`src/inc/supervisor_defs.svh`:
```
// Behaviour
// - Supply below the level picked by the tolerance select asserts both resets.
// - Resets go active within 175 us of a detected supply fail.
// - After power-up resets stay active at least 250 ms once supply is valid.
// - Resets release between 250 and 1000 ms after the supply turns valid.
// - A low level on the pushbutton input requests a reset.
// - Pushbutton is debounced; each accepted press gives a reset of at least 250 ms.
// - The 250 ms stretch starts once the pushbutton has been stably high for 10 ms.
// - Resets go active no later than 20 ms after the button is stably low.
// - Timeout select gives 150 ms grounded, 600 ms open, 1.2 s tied high.
// - Watchdog counts only while both reset outputs are inactive.
// - A strobe falling edge before expiry restarts a full timeout period.
// - Watchdog expiry drives both resets active for at least 250 ms.
// - The watchdog cannot be disabled and must always be strobed.
`ifndef SUPERVISOR_DEFS_SVH
`define SUPERVISOR_DEFS_SVH

`define CLK_PERIOD_NS 20
`define TICK_PERIOD_US 500
`define TICK_CYCLES (`TICK_PERIOD_US * 1000 / `CLK_PERIOD_NS)
`define TICKS_PER_MS 2
`define TICK_CNT_W 15
`define TIME_CNT_W 12

`define FAIL_TO_RESET_US 175
`define RESET_STRETCH_MS 250
`define RESET_STRETCH_MAX_MS 1000
`define DEBOUNCE_MS 10
`define BUTTON_TO_RESET_MS 20

`define WDOG_GND_MS 150
`define WDOG_OPEN_MS 600
`define WDOG_VCC_MS 1200

`define RESET_PHASE_RST 2'b00

`endif

```
`src/inc/supervisor_pkg.sv`:
```
`include "supervisor_defs.svh"

package supervisor_pkg;

	typedef enum logic [1:0] {
		SEL_GND = 2'b00,
		SEL_OPEN = 2'b01,
		SEL_VCC = 2'b10
	} timeoutSel_t;

	typedef enum logic [1:0] {
		PH_HOLD = 2'b00,
		PH_STRETCH = 2'b01,
		PH_RUN = 2'b10
	} phase_t;

	typedef struct packed {
		logic belowHigh;
		logic belowLow;
	} supplyLevel_t;

	typedef struct packed {
		logic pressed;
		logic [`TIME_CNT_W-1:0] cnt;
	} debounce_t;

	typedef struct packed {
		logic prevStrobe;
		logic expire;
		logic [`TIME_CNT_W-1:0] cnt;
	} wdog_t;

	typedef struct packed {
		phase_t phase;
		logic [`TIME_CNT_W-1:0] timer;
		logic [`TICK_CNT_W-1:0] divider;
		logic tick;
		logic resetOut;
		logic resetOutN;
	} supervisor_t;

	function automatic logic [`TIME_CNT_W-1:0] msToTicks(input int ms);
		msToTicks = `TIME_CNT_W'(ms * `TICKS_PER_MS);
	endfunction

endpackage

```
`src/button_debounce.sv`:
```
`timescale 1ns/1ps
`default_nettype none
`include "supervisor_defs.svh"

module button_debounce
	import supervisor_pkg::*;
(
	// Clock and reset
	input wire logic clk,
	input wire logic resetn,
	// Time base
	input wire logic tick,
	// Button
	input wire logic buttonN,
	output logic pressed
);

	localparam logic [`TIME_CNT_W-1:0] DEBOUNCE_TICKS = msToTicks(`DEBOUNCE_MS);

	debounce_t s_r;
	debounce_t s_nxt;

	always_comb begin
		s_nxt = s_r;
		// Input agrees with the accepted level: forget any partial change
		if (buttonN == !s_r.pressed) begin
			s_nxt.cnt = '0;
		end else if (tick) begin
			if (s_r.cnt == DEBOUNCE_TICKS - `TIME_CNT_W'(1)) begin
				s_nxt.pressed = !s_r.pressed;
				s_nxt.cnt = '0;
			end else begin
				s_nxt.cnt = s_r.cnt + `TIME_CNT_W'(1);
			end
		end
	end

	always_ff @(posedge clk or negedge resetn) begin
		if (!resetn) begin
			s_r <= '0;
		end else begin
			s_r <= s_nxt;
		end
	end

	assign pressed = s_r.pressed;

endmodule
`default_nettype wire

```
`src/reset_supervisor_watchdog.sv`:
```
`timescale 1ns/1ps
`default_nettype none
`include "supervisor_defs.svh"

module reset_supervisor_watchdog
	import supervisor_pkg::*;
#(
	parameter int TICK_CYCLES = `TICK_CYCLES
) (
	// Clock and reset
	input wire logic clk,
	input wire logic resetn,
	// Supply comparator
	input wire supplyLevel_t supplyLevel,
	input wire logic supplyToleranceSelect,
	// Pushbutton
	input wire logic manualButtonN,
	// Watchdog
	input wire logic wdogStrobeN,
	input wire timeoutSel_t timeoutSelect,
	// Reset outputs
	output logic sysResetHigh,
	output logic sysResetLowN
);

	// One extra tick covers the unknown phase of the first tick
	localparam logic [`TIME_CNT_W-1:0] STRETCH_TICKS = msToTicks(`RESET_STRETCH_MS) + `TIME_CNT_W'(1);
	localparam logic [`TICK_CNT_W-1:0] TICK_LAST = `TICK_CNT_W'(TICK_CYCLES - 1);

	supervisor_t s_r;
	supervisor_t s_nxt;
	logic buttonPressed;
	logic wdExpire;
	logic supplyFail;
	logic sourceActive;

	button_debounce debounce (
		.clk(clk),
		.resetn(resetn),
		.tick(s_r.tick),
		.buttonN(manualButtonN),
		.pressed(buttonPressed)
	);

	watchdog_timer watchdog (
		.clk(clk),
		.resetn(resetn),
		.tick(s_r.tick),
		.run(s_r.phase == PH_RUN),
		.timeoutSelect(timeoutSelect),
		.wdogStrobeN(wdogStrobeN),
		.expire(wdExpire)
	);

	// Low select trips at the upper level, high select at the lower one
	assign supplyFail = supplyToleranceSelect ? supplyLevel.belowLow : supplyLevel.belowHigh;
	assign sourceActive = supplyFail || buttonPressed;

	always_comb begin
		s_nxt = s_r;
		s_nxt.tick = 1'b0;
		if (s_r.divider == TICK_LAST) begin
			s_nxt.divider = '0;
			s_nxt.tick = 1'b1;
		end else begin
			s_nxt.divider = s_r.divider + `TICK_CNT_W'(1);
		end

		case (s_r.phase)
			PH_HOLD: begin
				// Stretch begins once the last source has gone
				if (!sourceActive) begin
					s_nxt.phase = PH_STRETCH;
					s_nxt.timer = '0;
				end
			end
			PH_STRETCH: begin
				if (sourceActive) begin
					s_nxt.phase = PH_HOLD;
					s_nxt.timer = '0;
				end else if (s_r.tick) begin
					if (s_r.timer == STRETCH_TICKS - `TIME_CNT_W'(1)) begin
						s_nxt.phase = PH_RUN;
						s_nxt.timer = '0;
					end else begin
						s_nxt.timer = s_r.timer + `TIME_CNT_W'(1);
					end
				end
			end
			PH_RUN: begin
				if (sourceActive) begin
					s_nxt.phase = PH_HOLD;
				end else if (wdExpire) begin
					s_nxt.phase = PH_STRETCH;
					s_nxt.timer = '0;
				end
			end
			default: begin
				s_nxt.phase = PH_HOLD;
				s_nxt.timer = '0;
			end
		endcase

		s_nxt.resetOut = (s_nxt.phase != PH_RUN);
		s_nxt.resetOutN = (s_nxt.phase == PH_RUN);
	end

	always_ff @(posedge clk or negedge resetn) begin
		if (!resetn) begin
			s_r <= '{phase: PH_HOLD, timer: '0, divider: '0, tick: 1'b0, resetOut: 1'b1, resetOutN: 1'b0};
		end else begin
			s_r <= s_nxt;
		end
	end

	assign sysResetHigh = s_r.resetOut;
	assign sysResetLowN = s_r.resetOutN;

endmodule
`default_nettype wire

```
`src/watchdog_timer.sv`:
```
`timescale 1ns/1ps
`default_nettype none
`include "supervisor_defs.svh"

module watchdog_timer
	import supervisor_pkg::*;
(
	// Clock and reset
	input wire logic clk,
	input wire logic resetn,
	// Control
	input wire logic tick,
	input wire logic run,
	input wire timeoutSel_t timeoutSelect,
	// Processor strobe
	input wire logic wdogStrobeN,
	// Expiry pulse
	output logic expire
);

	wdog_t s_r;
	wdog_t s_nxt;

	function automatic logic [`TIME_CNT_W-1:0] limitFor(input timeoutSel_t sel);
		case (sel)
			SEL_GND: limitFor = msToTicks(`WDOG_GND_MS);
			SEL_OPEN: limitFor = msToTicks(`WDOG_OPEN_MS);
			SEL_VCC: limitFor = msToTicks(`WDOG_VCC_MS);
			default: limitFor = msToTicks(`WDOG_OPEN_MS);
		endcase
	endfunction

	always_comb begin
		logic [`TIME_CNT_W-1:0] limit;
		limit = limitFor(timeoutSelect);
		s_nxt = s_r;
		s_nxt.prevStrobe = wdogStrobeN;
		s_nxt.expire = 1'b0;
		// No enable term: runs whenever reset is released
		if (!run) begin
			s_nxt.cnt = '0;
		end else if (s_r.prevStrobe && !wdogStrobeN) begin
			s_nxt.cnt = '0;
		end else if (tick) begin
			if (s_r.cnt >= limit - `TIME_CNT_W'(1)) begin
				s_nxt.expire = 1'b1;
				s_nxt.cnt = '0;
			end else begin
				s_nxt.cnt = s_r.cnt + `TIME_CNT_W'(1);
			end
		end
	end

	always_ff @(posedge clk or negedge resetn) begin
		if (!resetn) begin
			s_r <= '{prevStrobe: 1'b1, expire: 1'b0, cnt: '0};
		end else begin
			s_r <= s_nxt;
		end
	end

	assign expire = s_r.expire;

endmodule
`default_nettype wire

```
`config.mk`:
```
export PLATFORM = sky130hd
export DESIGN_NAME = reset_supervisor_watchdog
export DESIGN_NICKNAME = d
export VERILOG_FILES = /design/src/inc/supervisor_pkg.sv /design/src/button_debounce.sv /design/src/reset_supervisor_watchdog.sv /design/src/watchdog_timer.sv
export VERILOG_INCLUDE_DIRS = /design/src /design/src/inc
export SDC_FILE = /design/constraint.sdc
export NUM_CORES = 1
export LEC_CHECK = 0
export BUFFER_PORTS_ARGS = -buffer_cell sky130_fd_sc_hd__buf_2
export CAP_MARGIN = 20
export CORE_ASPECT_RATIO = 2
export CORE_UTILIZATION = 43
export DETAILED_ROUTE_END_ITERATION = 7
export GPL_ROUTABILITY_DRIVEN = 0
export PLACE_DENSITY = 0.7
export SKIP_CTS_REPAIR_TIMING = 1
export SYNTH_ARGS = -nofsm -noshare
export SYNTH_HDL_FRONTEND = slang
export SYNTH_HIERARCHICAL = 1
export SYNTH_SLANG_ARGS = --single-unit
```
`constraint.sdc`:
```
create_clock -name clk -period 2.65 [get_ports clk]
set_input_delay 0.6625 -clock clk [delete_from_list [all_inputs] [get_ports clk]]
set_output_delay 0.6625 -clock clk [all_outputs]
set_load 0.1 [all_outputs]
```
# == Word-level counts from Yosys, hierarchy flattened ==
# Cells that the tools add are included.
# classes
n_bitwise,1
reduce_logical,9
order_cmp,1
muxes,23
n_eq_ne,14
add_sub_neg,5
# ops
op,count
$mux W12,8
$mux W14,4
$pmux W14 S3,1
$add A12 B1 Y12 const B,3
$pmux W12 S2,1
$add A15 B1 Y15 const B,1
$eq A15 B15 Y1 const B,1
$mux W15,1
$mux W13,1
$eq A12 B5 Y1 const B,1
$eq A12 B9 Y1 const B,1
$ge A12 B12 Y1,1
$sub A12 B1 Y12 const B,1
$ne A2 B2 Y1 const B,4
$eq A2 B2 Y1 const B,3
$ne A3 B3 Y1 const B,2
$mux W1,5
$logic_not A2 Y1,2
$mux W2,2
$reduce_and A4 Y1,1
$reduce_and A3 Y1,1
$eq A2 B1 Y1 const B,1
$logic_not A1 Y1,2
$reduce_bool A2 Y1,1
other kinds (4),4
# totals
reg_bits,59
out_inout_bits,2
inputBits,9
word_cells,64

# == Logic depth before layout (Yosys ltp) ==
# Gate-level depths: netlist of run 1.
# depth
depth_word,8
ltp_mapped,10
mapped_depth_nobuf,9

# == Cells and area by module ==
# The synthesis of run 1 kept the hierarchy.
# by_module_without_submodules
module,cells_each,instances,seq_area_each_um2,area_per_inst_um2
reset_supervisor_watchdog,170,1,802.0,1706.6
watchdog_timer,100,1,351.6,949.7
button_debounce,78,1,325.3,778.2

# == Worst setup path before layout of run 1 ==
# No wires, ideal clock.
# synth_timing
path_kind,input-to-reg
from,in timeoutSelect[0]
to,reg watchdog/s_r[1] (netlist bit)
setup_slack_ns,0.390
setup_ns,0.122
t_required_ns,2.528
arrival_time_ns,2.139
path_buffers,1
stages,8
cell_sequence,inv_1 > nand2_1 > ha_1 > nand4b_4 > nor4_2 > a211oi_4 > buf_6 > a32o_1
# synth_between
elab_chain_cells,8
elab_cells_between_ends,9
cone_classes,1 x add/sub; 1 x order compare; 1 x eq/ne; 5 x mux; 1 x reduce/logical
# synth_lines
item,line_no,source
start: declaration,reset_supervisor_watchdog.sv:20,"input wire timeoutSel_t timeoutSelect,"
$eq A2 B2 Y1 / $logic_not A2 Y1 (equally long branches),watchdog_timer.sv:25,case (sel)
$pmux W12 S2 (*),watchdog_timer.sv:25,
$sub A12 B1 Y12 (*),watchdog_timer.sv:45,if (s_r.cnt >= limit - `TIME_CNT_W'(1)) begin
$ge A12 B12 Y1 (*),watchdog_timer.sv:45,
$mux W12 (*),watchdog_timer.sv:45,
$mux W13 (*),watchdog_timer.sv:44,end else if (tick) begin
$mux W12 (*),watchdog_timer.sv:42,end else if (s_r.prevStrobe && !wdogStrobeN) begin
$mux W12 (*),watchdog_timer.sv:40,if (!run) begin
end signal: assignment,watchdog_timer.sv:56,"s_r <= '{prevStrobe: 1'b1, expire: 1'b0, cnt: '0};"
end signal: assignment,watchdog_timer.sv:58,s_r <= s_nxt;
end: declaration,watchdog_timer.sv:21,wdog_t s_r;
# Every way passes the cells marked *; elsewhere a longest branch is shown, timed or not. The select of a mux whose other input is x is not followed.
# A chain may end at the register's enable or synchronous reset.

# == Final worst setup path of run 1 ==
# layout_timing
from,in timeoutSelect[0]
to,reg watchdog/s_r[2] (netlist bit)
# Same word-level chain as after synthesis.

==> results of run 1 <==
## registers in the layout (all words and copies together), names as in the netlist
name	cells
sysResetLowN	1
watchdog/expire	1
debounce/s_r	12
debounce/pressed	1
watchdog/s_r	13
sysResetHigh	1
s_r	30
## cell families (layout without fill, tap and decap cells)
| group | count (synthesis) | count (layout) | synth area share, % |
|---|---|---|---|
| mux | 6 | 6 | 1.821 |
| compound gates | 71 | 71 | 15.05 |
| buf+inv | 27 | 44 | 4.189 |
| simple gates | 154 | 154 | 26.45 |
| fa+ha+maj | 14 | 14 | 5.100 |
| flops | 59 | 59 | 43.06 |
| xor+xnor | 17 | 17 | 4.335 |
## cell type report
cell class	count	share of cell area, %
inverters	13	1.256
repair buffers	15	2.576
multi-input cells	262	46.63
clock inverters	5	1.932
clock buffers	11	6.506
well taps	94	3.027
flip-flops and latches	59	38.07
## worst max-delay path, delay by kind of cell
family,cells,cell delay [ns]
simple gates,3,0.65
buf+inv,3,0.39
fa+ha+maj,1,0.36
compound gates,2,0.28
mux,1,0.09
## through the flow
stage	cells	hold slack, ns	util (%)
after floorplan	348	0.3669	-
after detailed placement	443	0.4780	46.45
after global routing	459	0.3290	50.74
after global placement	443	0.4685	46.45
final	459	0.2877	50.74
after CTS	459	0.3103	50.74
## power breakdown
group	switching, mW	internal (mW)
Clock	0.415	0.868
Sequential	0.00450	0.907
Combinational	0.0407	0.0187
Total	0.460	1.79
## worst paths after layout
path	from	endpoint	slack, ns	depth (start not counted)
max	timeoutSelect[0]	watchdog/s_r[2]	0.42	10
min reg2reg	s_r[3]	s_r[3]	0.49	1
max reg2reg	watchdog/s_r[5]	watchdog/s_r[10]	0.60	6
min in group clk	wdogStrobeN	watchdog/s_r[13]	0.44	1
max in group asynchronous	resetn	watchdog/s_r[13]	1.72	2
min	resetn	debounce/s_r[10]	0.29	1
## layer usage
layer / vias up / share of wire, %
li1: 1335 / -
met1: 1386 / 40
met2: 46 / 54
met3: 21 / 2.8
met4: 0 / 3.1
met5: - / 0
## cell usage in the layout, fill, tap and decap left out, types with 4 or more instances in the layout
cell,count
dfrtp_1,57
nand3_1,34
nand2_1,30
nor2_1,22
a31oi_1,20
o21ai_0,16
ha_1,14
inv_1,13
nand4_1,13
buf_2,10
xnor2_1,9
and3_1,9
clkbuf_16,9
xor2_1,8
and4_1,6
nor3_1,6
nor2b_1,5
a41oi_1,5
a21oi_1,5
nand2b_1,4
mux2i_1,4
buf_4,4
==> impl_metrics.json, run 1 <==
{
  "final_cell_area_um2": 3885,
  "groute.layer.met1.usage_pct": 21.20,
  "use_met3_pct": 4.167,
  "ant_nets": 0,
  "crit_required_ns": 2.86,
  "overflow": 0,
  "synth_area_per_cell_um2": 9.869,
  "routed_wl_mm": 7.366,
  "synthFlopType": "dfrtp_1",
  "rows": 45,
  "synth_seq_cells": 59,
  "ir_drop_v": 0.0003668,
  "outcome": "finished clean",
  "vias_per_cell": 6.074,
  "path_clk_slew_ns": 0.05,
  "dr.first_iter.drc_count": 223,
  "post-place-ws_ns": 0.07955,
  "critPathKind": "in -> reg",
  "met2_usage_pct": 34.14,
  "place_hpwl_mm": 5.185,
  "drt_pass1_iterations": 6,
  "cts_buffers": 9,
  "cts_max_path_buffers": 2,
  "synth_top_area_share_pct": 41.53,
  "synthToLayoutAreaGrowth_pct": 13.11,
  "die_area_um2": 8370,
  "final_net_count": 383,
  "seq_area_um2": 1479,
  "cts_tree": "done",
  "drcViolationCount": 0,
  "synth_area_leaders": "dfrtp_1 (42%), ha_1 (5.1%), nand3_1 (5.0%)",
  "yosys.cell_count.top_type": "dfrtp_1",
  "yosys_warnings": 6,
  "grt_max_degree": 41,
  "place_area_um2": 3557,
  "ys_async_sr_fraction_pct": 100.0,
  "multi_input_area_um2": 1812,
  "synth_edf_count": 0,
  "num_antenna_cells": 0,
  "p_total_mw": 2.253,
  "io_buffers": 10,
  "hold_violations": 0,
  "root_buffer": "clkbuf_16",
  "cpMaxStageDelayCell": "nor4_2",
  "netlist_top_cells_count": "dfrtp_1 (57), nand3_1 (34), nand2_1 (30)",
  "syn-num-nets": 371,
  "fmax_ghz": 0.4485,
  "crit_path_max_incr_delay_ns": 0.40,
  "relSlewSlack_pct": 60.43,
  "timing.final.ws_setup_ns": 0.4204,
  "synth_largest_area_cell": "dfrtp_1",
  "timing.final.crit_share_pct": 84.14,
  "p_per_area_nw_per_um2": 580.0,
  "fin_setup_tns_ns": 0,
  "clock_latency_ns": 0.34,
  "hp-class": "in -> async",
  "slew_violations": 0,
  "rsz0062_at_grt": "false",
  "cp.arrival_ns": 2.44,
  "crit_chain": "buf_2 -> inv_1 -> nand2_1 -> ha_1 -> nand4b_4 -> nor4_2 -> a211oi_4 -> buf_4 -> a31oi_1 -> mux2i_1",
  "cts_sinks": 59,
  "p_leak_nw": 1.679,
  "post_drt_wl_per_cell_um": 16.05,
  "antenna_found_initial": 0,
  "layout-drive-gt1-share_pct": 13.97,
  "die_h_um": 128.4,
  "nFillCells": 728,
  "core_um2": 7657,
  "synth_cells": 348,
  "startpoint_type": "primary input",
  "fin_skew_ns": 0.005377,
  "vias": 2788,
  "worstMarginPinSlew_ns": 0.5917,
  "crit_fanout": 8,
  "finalCriticalPeriod_ns": 2.230,
  "synth-seq-area-share_pct": 43.06,
  "setup_viol_count_final": 0,
  "endpoint_kind": "flip-flop",
  "grt_util_all_layers_pct": 19.88,
  "start_util_pct": 44.85,
  "synth_area_um2": 3435,
  "drv_cap": 0,
  "h-tree-depth": 3,
  "grt_pass1_wl_mm": 12.61,
  "die_width_um": 65.20,
  "grt_pass1_vias": 2793,
  "grt-busiest-layer": "met2",
  "io_pins": 11,
  "ys_types": 60
}
No activity file was read; power rests on OpenSTA's default activity.
==> run 2, diff against run 1 <==
clock period = 2.2 ns   (was 2.65 ns; I/O delays follow)
==> impl_metrics.json, run 2 (synthesis gave the netlist of run 1 again) <==
{
  "outcome": "finished clean",
  "place_hpwl_mm": 5.122,
  "fin_skew_ns": 0.007328,
  "crit_fanout": 11,
  "relSlewSlack_pct": 64.51,
  "grt_util_all_layers_pct": 19.86,
  "grt_max_degree": 60,
  "start_util_pct": 44.85,
  "fmax_ghz": 0.4820,
  "root_buffer": "clkbuf_16",
  "final_cell_mix": "dfrtp_1 (57), nand3_1 (34), nand2_1 (30)",
  "num_antenna_cells": 0,
  "die_width_um": 65.20,
  "ant_nets": 0,
  "seq_area_um2": 1479,
  "slew_violations": 0,
  "placed_cells": 450,
  "hold_violations": 0,
  "fin_util_pct": 50.90,
  "reg2reg_to": "watchdog/s_r[9]",
  "nFillCells": 726,
  "final_cell_area_um2": 3897,
  "rrSetupSlack_ns": 0.20,
  "hp-class": "in -> async",
  "final_common_cell": "dfrtp_1",
  "drcViolationCount": 0,
  "endpoint_kind": "flip-flop",
  "worstMarginPinSlew_ns": 0.5284,
  "setup_viol_count_final": 0,
  "layout.cells.non_filler": 466,
  "met2_usage_pct": 35.60,
  "drt_pass1_iterations": 4,
  "multi_input_area_um2": 1812,
  "core_um2": 7657,
  "vias": 2779,
  "r2r_start": "watchdog/s_r[5]",
  "die_h_um": 128.4,
  "rows": 45,
  "io_pins": 11,
  "routed_wl_mm": 7.384,
  "top_regs": "s_r x30, watchdog/s_r x13, debounce/s_r x12",
  "p_total_mw": 2.530,
  "path_clk_slew_ns": 0.05,
  "ir_drop_v": 0.0004282,
  "cts_buffers": 9,
  "io_buffers": 10,
  "vias_per_cell": 5.964,
  "die_area_um2": 8370,
  "grt-busiest-layer": "met2",
  "overflow": 0,
  "crit_required_ns": 2.40,
  "p_leak_nw": 1.685,
  "rr_worst_depth": 6,
  "fin_setup_tns_ns": 0,
  "synthToLayoutAreaGrowth_pct": 13.48,
  "place_area_um2": 3610,
  "h-tree-depth": 3,
  "layout-drive-gt1-share_pct": 15.05,
  "grt_pass1_wl_mm": 12.78,
  "rsz0062_at_grt": "false",
  "post_drt_wl_per_cell_um": 15.85,
  "drv_cap": 0,
  "cp.arrival_ns": 2.28,
  "cts_sinks": 59,
  "antenna_found_initial": 0,
  "top_register": "s_r",
  "groute.layer.met1.usage_pct": 21.32,
  "cts_tree": "done",
  "finalCriticalPeriod_ns": 2.075,
  "cts_max_path_buffers": 2,
  "dr.first_iter.drc_count": 176,
  "p_per_area_nw_per_um2": 649.0,
  "startpoint_type": "primary input",
  "critPathKind": "in -> reg",
  "use_met3_pct": 4.078,
  "largest_reg_flops": 30,
  "final_net_count": 390,
  "grt_pass1_vias": 2823,
  "clock_latency_ns": 0.32,
  "timing.final.crit_share_pct": 94.31
}
==> run 2: changes by cell type in the layout (fill, tap and decap cells not counted) <==
cell,previous run,this run
buf_4,4,11
clkbuf_1,0,2
clkbuf_8,2,0
clkinvlp_4,0,2
bufinv_16,2,1
clkinv_2,3,2
==> run 2: per-stage QoR <==
| stage | setup WS [ns] | hold slack, ns |
|---|---|---|
| finish | 0.1252 | 0.2133 |
| global route | 0.02058 | 0.2404 |
| CTS | 0.1227 | 0.2311 |
| detailed placement | -0.2247 | 0.4911 |
| global placement | -0.1064 | 0.4741 |
| floorplan | 0.05216 | 0.2544 |
==> run 2: worst max-delay path by stage <==
stage,start,end,slack (ns),cells after the start
6_report,timeoutSelect[0],watchdog/s_r[7],0.13,10
5_1_grt,timeoutSelect[0],watchdog/s_r[7],0.02,10
4_1_cts,timeoutSelect[0],watchdog/s_r[7],0.12,10
3_5_place_dp,timeoutSelect[0],watchdog/s_r[7],-0.22,10
3_3_place_gp,timeoutSelect[0],watchdog/s_r[7],-0.11,10
2_1_floorplan,timeoutSelect[0],watchdog/s_r[1],0.05,8
==> run 2: area by class of cell <==
type / count / share of cell area [%]
clock buffers: 11 / 5.971
flip-flops and latches: 59 / 37.95
inverters: 13 / 1.252
well taps: 94 / 3.018
clock inverters: 5 / 1.413
multi-input cells: 262 / 46.48
repair buffers: 22 / 3.917
==> run 2: critical path, cell delays in order <==
cell,delay (ns)
buf_2,0.11
inv_1,0.06
nand2_1,0.11
ha_1,0.37
nand4b_4,0.12
nor4_2,0.40
a211oi_4,0.09
buf_4,0.19
a31oi_1,0.17
o22ai_1,0.10
==> run 2: power by group <==
group          total, mW  switching, mW  leakage, nW  internal (mW)
Combinational     0.0780         0.0506        0.758         0.0274
Clock               1.35          0.482        0.136          0.872
Sequential          1.10        0.00555        0.791           1.09
==> run 2: routing by layer <==
metal  share of wire, %  vias up  routed length [um]
met1                 40     1380                2933
met3                2.5       11                 185
met5                  0        -                   0
met2                 56       43                4103
met4                2.2        0                 162
li1                   -     1345                   -
